`config.mk`:
```
export PLATFORM = sky130hd
export DESIGN_NAME = svrs_voltage_select
export DESIGN_NICKNAME = d
export VERILOG_FILES = /design/src/rtl/svrs_pkg.sv /design/src/rtl/svrs_voltage_select.sv /design/src/rtl/svrs_rail_slew.sv
export VERILOG_INCLUDE_DIRS = /design/src /design/src/rtl
export SDC_FILE = /design/constraint.sdc
export NUM_CORES = 1
export LEC_CHECK = 0
export ABC_CLOCK_PERIOD_IN_PS = 4670
export CELL_PAD_IN_SITES_DETAIL_PLACEMENT = 2
export CELL_PAD_IN_SITES_GLOBAL_PLACEMENT = 2
export CORE_UTILIZATION = 40
export DETAILED_ROUTE_END_ITERATION = 8
export DONT_BUFFER_PORTS = 1
export HOLD_SLACK_MARGIN = 0.06
export PLACE_DENSITY = 0.87
export SLEW_MARGIN = 40
export SYNTH_ARGS = -nofsm -noshare
export SYNTH_HDL_FRONTEND = slang
export SYNTH_SLANG_ARGS = --single-unit
```
`constraint.sdc`:
```
create_clock -name clock -period 4.67 [get_ports clock]
set_clock_uncertainty 0.05 [all_clocks]
set_input_delay 0.2335 -clock clock [delete_from_list [all_inputs] [get_ports clock]]
set_output_delay 0.2335 -clock clock [all_outputs]
set_load 0.05 [all_outputs]
```
`src/rtl/svrs_cfg.svh`:
```
// constants for the standby/run voltage select block
`ifndef SVRS_CFG_SVH
`define SVRS_CFG_SVH
`define SVRS_CODE_DEFAULT 5'h19
`define SVRS_CODE_MAX 5'h1f
`define SVRS_RAILS 4
`define SVRS_CODE_W 5
`define SVRS_SPARE_W 8
`define SVRS_SLEW_STEP_NS 1000
`define SVRS_CLK_NS 100
`define SVRS_SLEW_CYCLES ((`SVRS_SLEW_STEP_NS + `SVRS_CLK_NS - 1) / `SVRS_CLK_NS)
`endif

```
`src/rtl/svrs_pkg.sv`:
```
// types for the standby/run voltage select block
package svrs_pkg;
  typedef enum logic [1:0] {SVRS_IDLE, SVRS_UP, SVRS_DOWN} svrs_slew_t;
endpackage

```
`src/rtl/svrs_voltage_select.sv`:
```
// standby/run target level select for the four slewing regulator rails
// How it works
// - standby pin high slews rails to standby
// - standby pin low slews rails to run
// - equal run and standby codes mean no slew
// - all target levels reset to 0x19
// - codes up to 0x1f accepted and applied
// - spare bits hold hibernate state for readback
// - keep-alive keeps one buck on in hibernate
// - host programs levels and changes via serial port
`timescale 1ns/1ns
`default_nettype none
`include "svrs_cfg.svh"
module svrs_voltage_select
  import svrs_pkg::*;
#(
  parameter int RAILS = `SVRS_RAILS,
  parameter int CODE_W = `SVRS_CODE_W,
  parameter int SPARE_W = `SVRS_SPARE_W,
  parameter int STEP_CYCLES = `SVRS_SLEW_CYCLES
) (
  input wire logic clock,
  input wire logic rst_b,
  input wire logic clockEnable,
  input wire logic standbySelectPin,
  input wire logic [RAILS-1:0] runLevelWrite,
  input wire logic [RAILS-1:0] standbyLevelWrite,
  input wire logic [CODE_W-1:0] levelWriteData,
  input wire logic spareWrite,
  input wire logic [SPARE_W-1:0] spareWriteData,
  input wire logic hibernate,
  input wire logic bucKeepAliveSet,
  input wire logic [RAILS-1:0] bucEnableRequest,
  output logic [RAILS*CODE_W-1:0] runTargetLevel,
  output logic [RAILS*CODE_W-1:0] standbyTargetLevel,
  output logic [RAILS*CODE_W-1:0] railReference,
  output logic [RAILS-1:0] railSlewing,
  output logic [SPARE_W-1:0] spareBits,
  output logic [RAILS-1:0] railEnable
);
  logic [CODE_W-1:0] runLevel_reg [RAILS];   // run target level per rail
  logic [CODE_W-1:0] stbyLevel_reg [RAILS];  // standby target level per rail
  logic [SPARE_W-1:0] spare_reg;             // scratch for hibernate/resume state
  logic keepAlive_reg;                       // keep-alive armed for rail 0 buck
  logic [RAILS-1:0] railEnable_reg;          // registered rail enables

  // block overview
  // the host side of the serial port is decoded upstream; this block only sees
  // one-cycle write strobes per rail and per level, plus a shared data word.
  // a run write and a standby write in the same cycle both take that word,
  // so a host that wants different codes must spend two cycles.
  // each rail keeps two codes: the run level and the standby level.
  // the standby select pin picks one of them for all rails at once.
  // the chosen code is the target of a slewing reference, one per rail,
  // which walks one lsb per step toward it.
  // equal run and standby codes mean the pin has no visible effect,
  // which is the state after reset.
  // the pin is taken as synchronous; a raw pad must be synchronised outside.
  // the slewing reference follows the live target, so a pin change in the
  // middle of a slew turns the rail around without waiting for the old slew.
  // the step counter is not cleared on such a turn; the first step after it
  // may come early, traded for a simpler counter.
  // the clock enable freezes every register of this block and of the slews,
  // writes included; a strobe seen while it is low is lost, not queued.
  // the spare bits have no regulator function at all; they only hold what
  // the host wrote so it can read its hibernate state back later.
  // during hibernate every rail enable drops except rail 0, which stays on
  // when the keep-alive arm bit is set and its enable is still requested.
  // the arm bit is registered, so a change of it reaches the rail enable
  // two edges after the input moves.
  // the rail enables are registered so the regulators never see a glitch
  // from the decoder upstream.
  // codes are clamped to the maximum on write; at the documented width the
  // clamp is a no-op but it protects a build with a wider code.

  // clamp writes to the maximum code; width already caps it, kept for narrower maxima
  function automatic logic [CODE_W-1:0] clampCode(input logic [CODE_W-1:0] c);
    clampCode = (c > `SVRS_CODE_MAX) ? `SVRS_CODE_MAX : c;
  endfunction

  // per-rail target storage and slewing reference
  for (genvar r = 0; r < RAILS; r++) begin : g_rail
    logic [CODE_W-1:0] selTarget; // level chosen by the pin

    // target level registers, written by the serial-port decoder upstream
    always_ff @(posedge clock) begin
      if (!rst_b) begin
        runLevel_reg[r] <= `SVRS_CODE_DEFAULT;
        stbyLevel_reg[r] <= `SVRS_CODE_DEFAULT;
      end else if (clockEnable) begin
        if (runLevelWrite[r]) runLevel_reg[r] <= clampCode(levelWriteData);
        if (standbyLevelWrite[r]) stbyLevel_reg[r] <= clampCode(levelWriteData);
      end
    end

    // the pin picks the set point; equal codes make the choice invisible
    assign selTarget = standbySelectPin ? stbyLevel_reg[r] : runLevel_reg[r];

    svrs_rail_slew #(.CODE_W(CODE_W), .STEP_CYCLES(STEP_CYCLES)) u_slew (
      .clock(clock),
      .rst_b(rst_b),
      .clockEnable(clockEnable),
      .targetCode(selTarget),
      .railCode(railReference[r*CODE_W +: CODE_W]),
      .railSlewing(railSlewing[r])
    );

    assign runTargetLevel[r*CODE_W +: CODE_W] = runLevel_reg[r];
    assign standbyTargetLevel[r*CODE_W +: CODE_W] = stbyLevel_reg[r];

    // rail reaches the standby code while the pin is held
    a_stby_reach: assert property (@(posedge clock) disable iff (!rst_b)
      clockEnable && standbySelectPin && $stable(stbyLevel_reg[r]) && !railSlewing[r]
      |-> railReference[r*CODE_W +: CODE_W] == stbyLevel_reg[r])
      else $error("settled rail not at standby level");
    // rail reaches the run code while the pin is low
    a_run_reach: assert property (@(posedge clock) disable iff (!rst_b)
      !standbySelectPin && !railSlewing[r]
      |-> railReference[r*CODE_W +: CODE_W] == runLevel_reg[r])
      else $error("settled rail not at run level");
    // a written code shows in the register one cycle later
    a_level_write: assert property (@(posedge clock) disable iff (!rst_b)
      clockEnable && runLevelWrite[r] |=> runLevel_reg[r] == $past(levelWriteData))
      else $error("run level write not applied");
    // a written standby code shows one cycle later
    a_stby_write: assert property (@(posedge clock) disable iff (!rst_b)
      clockEnable && standbyLevelWrite[r] |=> stbyLevel_reg[r] == $past(levelWriteData))
      else $error("standby level write not applied");
    // disabled clock leaves both levels untouched
    a_level_freeze: assert property (@(posedge clock) disable iff (!rst_b)
      !clockEnable |=> $stable(runLevel_reg[r]) && $stable(stbyLevel_reg[r]))
      else $error("level changed with clock disabled");
    // disabled clock leaves the slewing reference untouched
    a_ref_freeze: assert property (@(posedge clock) disable iff (!rst_b)
      !clockEnable |=> $stable(railReference[r*CODE_W +: CODE_W]))
      else $error("reference moved with clock disabled");
    // the reference never passes the maximum code
    a_ref_range: assert property (@(posedge clock) disable iff (!rst_b)
      railReference[r*CODE_W +: CODE_W] <= `SVRS_CODE_MAX)
      else $error("reference above maximum code");
    // slewing flag means the reference is off the selected target
    a_slew_flag: assert property (@(posedge clock) disable iff (!rst_b)
      railSlewing[r] == (railReference[r*CODE_W +: CODE_W] != selTarget))
      else $error("slewing flag disagrees with target");
  end

  // spare bookkeeping bits, no regulator function
  always_ff @(posedge clock) begin
    if (!rst_b) spare_reg <= '0;
    else if (clockEnable && spareWrite) spare_reg <= spareWriteData;
  end
  assign spareBits = spare_reg;

  // keep-alive arm bit for the memory buck on rail 0
  always_ff @(posedge clock) begin
    if (!rst_b) keepAlive_reg <= 1'b0;
    else if (clockEnable) keepAlive_reg <= bucKeepAliveSet;
  end

  // hibernate drops every rail except a kept-alive rail 0, so memory survives
  always_ff @(posedge clock) begin
    if (!rst_b) railEnable_reg <= '0;
    else if (clockEnable) begin
      if (hibernate) railEnable_reg <= {{(RAILS-1){1'b0}}, bucEnableRequest[0] & keepAlive_reg};
      else railEnable_reg <= bucEnableRequest;
    end
  end
  assign railEnable = railEnable_reg;

  // kept-alive memory rail stays on through hibernate
  a_keep_alive: assert property (@(posedge clock) disable iff (!rst_b)
    clockEnable && hibernate && keepAlive_reg && bucEnableRequest[0] |=> railEnable[0])
    else $error("kept-alive rail dropped in hibernate");
  // spare bits read back what was written
  a_spare_back: assert property (@(posedge clock) disable iff (!rst_b)
    clockEnable && spareWrite |=> spareBits == $past(spareWriteData))
    else $error("spare bits not read back");
  // only rail 0 may stay on in hibernate
  a_hib_off: assert property (@(posedge clock) disable iff (!rst_b)
    clockEnable && hibernate |=> railEnable[RAILS-1:1] == '0)
    else $error("rail left on in hibernate");
  // out of hibernate the enables follow the request
  a_enable_follow: assert property (@(posedge clock) disable iff (!rst_b)
    clockEnable && !hibernate |=> railEnable == $past(bucEnableRequest))
    else $error("rail enable not following request");
  // the arm bit tracks its input each enabled cycle
  a_keep_arm: assert property (@(posedge clock) disable iff (!rst_b)
    clockEnable |=> keepAlive_reg == $past(bucKeepAliveSet))
    else $error("keep-alive arm not registered");
  // disabled clock freezes enables and spare bits
  a_out_freeze: assert property (@(posedge clock) disable iff (!rst_b)
    !clockEnable |=> $stable(railEnable) && $stable(spareBits))
    else $error("output register moved with clock disabled");
endmodule
`default_nettype wire

```
`src/rtl/svrs_rail_slew.sv`:
```
// one rail's slewing reference: steps toward its selected target
`timescale 1ns/1ns
`default_nettype none
`include "svrs_cfg.svh"
module svrs_rail_slew
  import svrs_pkg::*;
#(
  parameter int CODE_W = `SVRS_CODE_W,
  parameter int STEP_CYCLES = `SVRS_SLEW_CYCLES
) (
  input wire logic clock,
  input wire logic rst_b,
  input wire logic clockEnable,
  input wire logic [CODE_W-1:0] targetCode,
  output logic [CODE_W-1:0] railCode,
  output logic railSlewing
);
  svrs_slew_t dir;
  logic [15:0] tick_reg;
  logic [CODE_W-1:0] code_reg;
  logic stepNow;

  // direction follows the live target, so a change mid-slew retargets at once
  always_comb begin
    if (targetCode > code_reg) dir = SVRS_UP;
    else if (targetCode < code_reg) dir = SVRS_DOWN;
    else dir = SVRS_IDLE;
  end
  assign stepNow = (tick_reg == 16'(STEP_CYCLES - 1));

  // step pacing counter, held at zero while settled
  always_ff @(posedge clock) begin
    if (!rst_b) tick_reg <= 16'h0000;
    else if (clockEnable) begin
      if (dir == SVRS_IDLE || stepNow) tick_reg <= 16'h0000;
      else tick_reg <= tick_reg + 16'h0001;
    end
  end

  // reference code, one lsb per step
  always_ff @(posedge clock) begin
    if (!rst_b) code_reg <= `SVRS_CODE_DEFAULT;
    else if (clockEnable && stepNow) begin
      unique case (dir)
        SVRS_UP: code_reg <= code_reg + 1'b1;
        SVRS_DOWN: code_reg <= code_reg - 1'b1;
        SVRS_IDLE: code_reg <= code_reg;
      endcase
    end
  end
  assign railCode = code_reg;
  assign railSlewing = (dir != SVRS_IDLE);

  // a settled rail never moves
  a_settled_hold: assert property (@(posedge clock) disable iff (!rst_b)
    (targetCode == railCode) && $stable(targetCode) |=> $stable(railCode))
    else $error("settled rail code moved");
  // steps are exactly one lsb
  a_step_size: assert property (@(posedge clock) disable iff (!rst_b)
    !$stable(railCode) |-> (railCode == $past(railCode) + 1'b1) || (railCode == $past(railCode) - 1'b1))
    else $error("rail code jumped more than one step");
endmodule
`default_nettype wire

```
# Word level (Yosys, flattened, before mapping)
# Memory sizes are Yosys's and may differ from the RTL's.
# Index checks and enable logic that the tools add are counted.
[classes] addsub=12 magnitude_cmp=9 n_eq_ne=12 muxes=63 bitwise_logic=13 reduce_logical=21
[op_table] operator="$mux 5" count=13
[op_table] operator="$add 16x1->16 const B" count=4
[op_table] operator="$eq 16x4->1 const B" count=4
[op_table] operator="$mux 16" count=4
[op_table] operator="$pmux 5 s2" count=4
[op_table] operator="$mux 1" count=33
[op_table] operator="$add 5x1->5 const B" count=4
[op_table] operator="$gt 5x5->1" count=4
[op_table] operator="$lt 5x5->1" count=4
[op_table] operator="$sub 5x1->5 const B" count=4
[op_table] operator="$mux 2" count=8
[op_table] operator="$eq 2x1->1 const B" count=4
[op_table] operator="$eq 2x2->1 const B" count=4
[op_table] operator="$logic_not 2->1" count=4
[op_table] operator="$or 1x1->1" count=8
[op_table] operator="$reduce_and 2->1" count=4
[op_table] operator="$reduce_bool 2->1" count=4
[op_table] operator="$gt 5x5->1 const B" count=1
[op_table] operator="$logic_and 1x1->1" count=5
[op_table] operator="$logic_or 1x1->1" count=4
[op_table] operator="$mux 4" count=1
[op_table] operator="$not 1->1" count=4
[op_table] operator="$and 1x1->1" count=1
[word_totals] register_bits=97 mem_bits_rw=40 inputBits=32 output_inout_bits=76 word_cells=143 mem_count=2
[memory_table] memory="runLevel_reg" words=4 width=5 rd=4 rd_clocked_by_memory_dff=0 write_ports=4 line_no="svrs_voltage_select.sv:41" source="logic [CODE_W-1:0] runLevel_reg [RAILS];"
[memory_table] memory="stbyLevel_reg" words=4 width=5 rd=4 rd_clocked_by_memory_dff=0 write_ports=4 line_no="svrs_voltage_select.sv:42" source="logic [CODE_W-1:0] stbyLevel_reg [RAILS];"

# Depth between registers and ports, before layout
[depth] depth_word=7 ltp_mapped=13

# Hierarchy
# From an unflattened synthesis, not the netlist that was laid out.
[unflattened] cells_unflattened=787 hier_area_um2=7423.4
[modules_own_cells] mod="svrs_rail_slew (g_rail[0].u_slew ...)" n_inst=3 cells_per_inst=150 area_each_um2=1300.0
[modules_own_cells] mod="svrs_voltage_select" n_inst=1 cells_per_inst=198 area_each_um2=2311.0
[modules_own_cells] mod="svrs_rail_slew (g_rail[2].u_slew)" n_inst=1 cells_per_inst=139 area_each_um2=1212.4

# Worst setup path before layout
# No wires, ideal clock.
[synth_path] kind="in2reg" start="input standbySelectPin" end="register g_rail[3].u_slew.code_reg[4]" setup_time_ns=0.129 arrival_time_ns=2.990 required_time_ns=4.491 slack_ns=1.501 cell_stages=13 n_path_buf=1 cell_sequence="clkbuf_1 mux2_2 ha_1 a211o_1 a21oi_1 nand2_1 inv_1 ha_1 nor2b_1 o21a_1 a211oi_1 nor4_1 nand3b_1"
[synth_via] elab_chain_cells=7
[synth_lines] item="start: declaration" line_no="svrs_voltage_select.sv:25" source="input wire logic standbySelectPin,"
[synth_lines] item="$mux 5 *" line_no="svrs_voltage_select.sv:97" source="assign selTarget = standbySelectPin ? stbyLevel_reg[r] : runLevel_reg[r];"
[synth_lines] item="$lt 5x5->1" line_no="svrs_rail_slew.sv:26" source="else if (targetCode < code_reg) dir = SVRS_DOWN;"
[synth_lines] item="$mux 2" line_no="svrs_rail_slew.sv:26"
[synth_lines] item="$mux 2 *" line_no="svrs_rail_slew.sv:25" source="if (targetCode > code_reg) dir = SVRS_UP;"
[synth_lines] item="branches (longest 3 deep; another with $pmux 5 s2)"
[synth_lines] item="end signal: assignment" line_no="svrs_rail_slew.sv:45" source="SVRS_UP: code_reg <= code_reg + 1'b1;"
[synth_lines] item="end signal: assignment" line_no="svrs_rail_slew.sv:46" source="SVRS_DOWN: code_reg <= code_reg - 1'b1;"
[synth_lines] item="end signal: assignment" line_no="svrs_rail_slew.sv:47" source="SVRS_IDLE: code_reg <= code_reg;"
[synth_lines] item="end: declaration" line_no="svrs_rail_slew.sv:20" source="logic [CODE_W-1:0] code_reg;"
# Every way passes the cells marked *.
# A chain may end at the register's enable or synchronous reset.

==> run metrics <==
power density over the cells slightly below 400 nW/um2; most common cell after layout, fill and taps aside sky130_fd_sc_hd__nand2_1; accumulated negative setup slack 0 ns; number of global-route vias before repair about 7200; arrival time of the worst setup path between 4 and 5 ns; clock input transition at the sequential cells of the worst setup and hold paths approximately 0.070 ns; average cell area after synthesis between 9 and 10 um2; Floorplan Core Area about 17000 um2; Setup CP Type reg2reg; final hold violation count 0; GRT overflow 0; Inserted Diodes 0; count of hold buffers inserted by post-cts repair 35; number of placement rows between 40 and 50; root buffer cell sky130_fd_sc_hd__clkbuf_16; maximum number of buffers from clock root to sink 2; depth of the worst register-to-register path 12; overall die area ~18000 um2; via count between 6000 and 7000; number of setup buffers added after CTS 0; starting density of the core 41.2%; H-tree depth 4; number of instances in the synthesized netlist slightly below 800; P_leak 3.18 nW; cts bufs inserted 17; most used cells in the layout excluding fill and tap cells sky130_fd_sc_hd__nand2_1 (102), sky130_fd_sc_hd__dfxtp_1 (97), sky130_fd_sc_hd__nor2_1 (65); clock tree from TritonCTS built; max-cap viol count 0; wire length of the first global-routing pass 41600 um; Yosys reg bits 137; transition time at the pin with the least slew margin between 0.8 and 0.9 ns; CTS resizes 0; setup slack of the most critical reg-to-reg path between 0.8 and 0.9 ns; initial antenna violation count 0; required time at the endpoint of the critical path 4.92 ns; path class of the lowest-slack min-delay path in2reg; max-slew violations 0; time the worst path needs with I/O delays and setup around 3.8 ns; setup repair after global routing missed its margin false; post-detailed-route count of antenna-violating nets 0; First-pass DRT Iterations 5; overall routed net length 27300 um; number of failing setup endpoints in the final timing report 0; maximum clock rate roughly 260 MHz; routed vias/inst ~6; number of buffers and inverters on the critical path 1; kind of launch point of the worst setup path flip-flop; total nets after synthesis 845; net count reported at finish approximately 870; Rel. slew slack 42.1%; final clock period utilization by the worst path just over 80%; Stages on worst setup path 12; result of the run completed; number of sinks driven by the clock tree around 140; total routing usage reported by global routing a little under a third; capture point of the critical path g_rail[3].u_slew.railCode[4]; ordered list of cells on the worst path mux2_2 -> ha_1 -> a211o_1 -> a21oi_1 -> nand2_1 -> inv_1 -> ha_1 -> nor2b_1 -> o21a_1 -> a211oi_1 -> nor4_1 -> nand3b_1; worst vdd ir around 0.28 mV; Design Area, Final slightly above 8000 um2; routability-driven placement congestion ratio between 0.8 and 0.9; warnings from Yosys 0; fraction of the core area covered by cells at the end of the flow a little under half; Worst R2R End g_rail[3].u_slew.railCode[4]; hpwl dp 16700 um; cell with the most instances on the worst path sky130_fd_sc_hd__ha_1; share of final-layout standard cells stronger than drive strength 1 under 10%; # IOs around 110; number of flops mapped to enable cells by yosys 40; combined area of all synthesized cells 7150 um2; detailed-route DRC error count 0; Die H about 140 um; distinct cell type count of the synthesized netlist 54; width of the chip approximately 140 um; kind of cell adding the most delay to the critical path compound AO/OA/AOI/OAI gates; Worst path slowest cell sky130_fd_sc_hd__edfxtp_1; 1st-iter DRT viols around 360; Routed WL per cell 26.4 um; most used flip-flop cell after synthesis sky130_fd_sc_hd__dfxtp_1; launching element of the worst setup path stbyLevel_reg[3][2]; register area share after synthesis around 44%; synthesis-to-finish area growth 16.2%; maximum number of pins on one net before global-route repair 31; largest fanout on the critical path 3; Port Buf Inserts 0; max reg flops 64; Final Power around 3.3 mW; RR Startpoint stbyLevel_reg[3][2]; asr flop ratio synth 0%; instance area after placement around 7300 um2; clock latency on the worst-skew pair around 0.45 ns; stage delay of the slowest cell on the critical path 0.62 ns; CP endpoint kind flip-flop
==> final cells by class <==
cell class | instances | area, um2
fill | 1796 | 9050
inverter | 41 | 159
sequential | 137 | 3140
multi-input combinational | 560 | 3710
tap | 225 | 282
clock buffer | 20 | 489
clock inverter | 11 | 138
timing repair buffer | 39 | 385
==> stage by stage <==
stage	setup WS [ns]	hold WS [ns]	instances
2_1_floorplan	1.50	0.321	769
3_3_place_gp	1.36	0.260	967
3_5_place_dp	1.15	0.265	967
4_1_cts	0.904	0.0627	1033
5_1_grt	0.656	0.0690	1033
6_report	0.875	0.0635	1033
==> power by group <==
part / switching (mW) / internal, mW
logic: 0.221 / 0.148
clock network: 0.567 / 0.912
registers: 0.158 / 1.27
==> synthesized netlist by cell type, types with 7 or more instances <==
cell | instances | area, um2
sky130_fd_sc_hd__nand2_1 | 102 | 383
sky130_fd_sc_hd__dfxtp_1 | 97 | 1940
sky130_fd_sc_hd__nor2_1 | 65 | 244
sky130_fd_sc_hd__edfxtp_1 | 40 | 1200
sky130_fd_sc_hd__ha_1 | 40 | 500
sky130_fd_sc_hd__inv_1 | 39 | 146
sky130_fd_sc_hd__xor2_1 | 34 | 298
sky130_fd_sc_hd__a21oi_1 | 32 | 160
sky130_fd_sc_hd__nand3_1 | 31 | 155
sky130_fd_sc_hd__clkbuf_1 | 21 | 78.8
sky130_fd_sc_hd__and2_1 | 20 | 125
sky130_fd_sc_hd__nor3_1 | 20 | 100
sky130_fd_sc_hd__xnor2_1 | 20 | 175
sky130_fd_sc_hd__nand4_1 | 18 | 113
sky130_fd_sc_hd__mux2_2 | 16 | 180
sky130_fd_sc_hd__and3_1 | 14 | 87.6
sky130_fd_sc_hd__o21ai_0 | 11 | 55.1
sky130_fd_sc_hd__nor4_1 | 10 | 62.6
sky130_fd_sc_hd__and4_1 | 9 | 78.8
sky130_fd_sc_hd__mux2i_1 | 9 | 90.1
sky130_fd_sc_hd__nor2b_1 | 9 | 56.3
sky130_fd_sc_hd__nor4b_1 | 9 | 78.8
sky130_fd_sc_hd__o21a_1 | 9 | 67.6
sky130_fd_sc_hd__a21o_1 | 8 | 60.1
sky130_fd_sc_hd__nand3b_1 | 7 | 52.6
==> how the worst min path moves through the flow <==
stage / startpoint / slack (ns) / endpoint / cells past startpoint
finish: rst_b / 0.06 / g_rail[0].u_slew.tick_reg[13] / 2
global route: clockEnable / 0.07 / g_rail[0].u_slew.tick_reg[11] / 3
CTS: clockEnable / 0.06 / g_rail[0].u_slew.tick_reg[11] / 3
detailed placement: rst_b / 0.26 / g_rail[3].u_slew.railCode[0] / 1
global placement: rst_b / 0.26 / g_rail[1].u_slew.railCode[0] / 1
floorplan: runLevelWrite[0] / 0.32 / runLevel_reg[0][0] / 1
==> layer usage <==
layer | track usage, % | up-vias | share of wire, %
met3 | 7.82 | 91 | 5.1
li1 | - | 2763 | -
met2 | 56.9 | 216 | 53
met4 | 17.8 | 0 | 4.9
met5 | 0 | - | 0
met1 | 31.0 | 3130 | 37
==> kinds of logic (layout without fill, tap and decap cells) <==
group	after synthesis	after routing	share of synthesized area, %
adders and majority gates	44	44	8.12
buffers and inverters	72	111	4.22
AOI/OAI and AO/OA	103	103	9.55
DFF	137	137	44.0
xor gates and xnor gates	54	54	6.61
and+or+nand+nor	334	334	23.8
muxes	25	25	3.78
(Power assumes the default switching activity.)
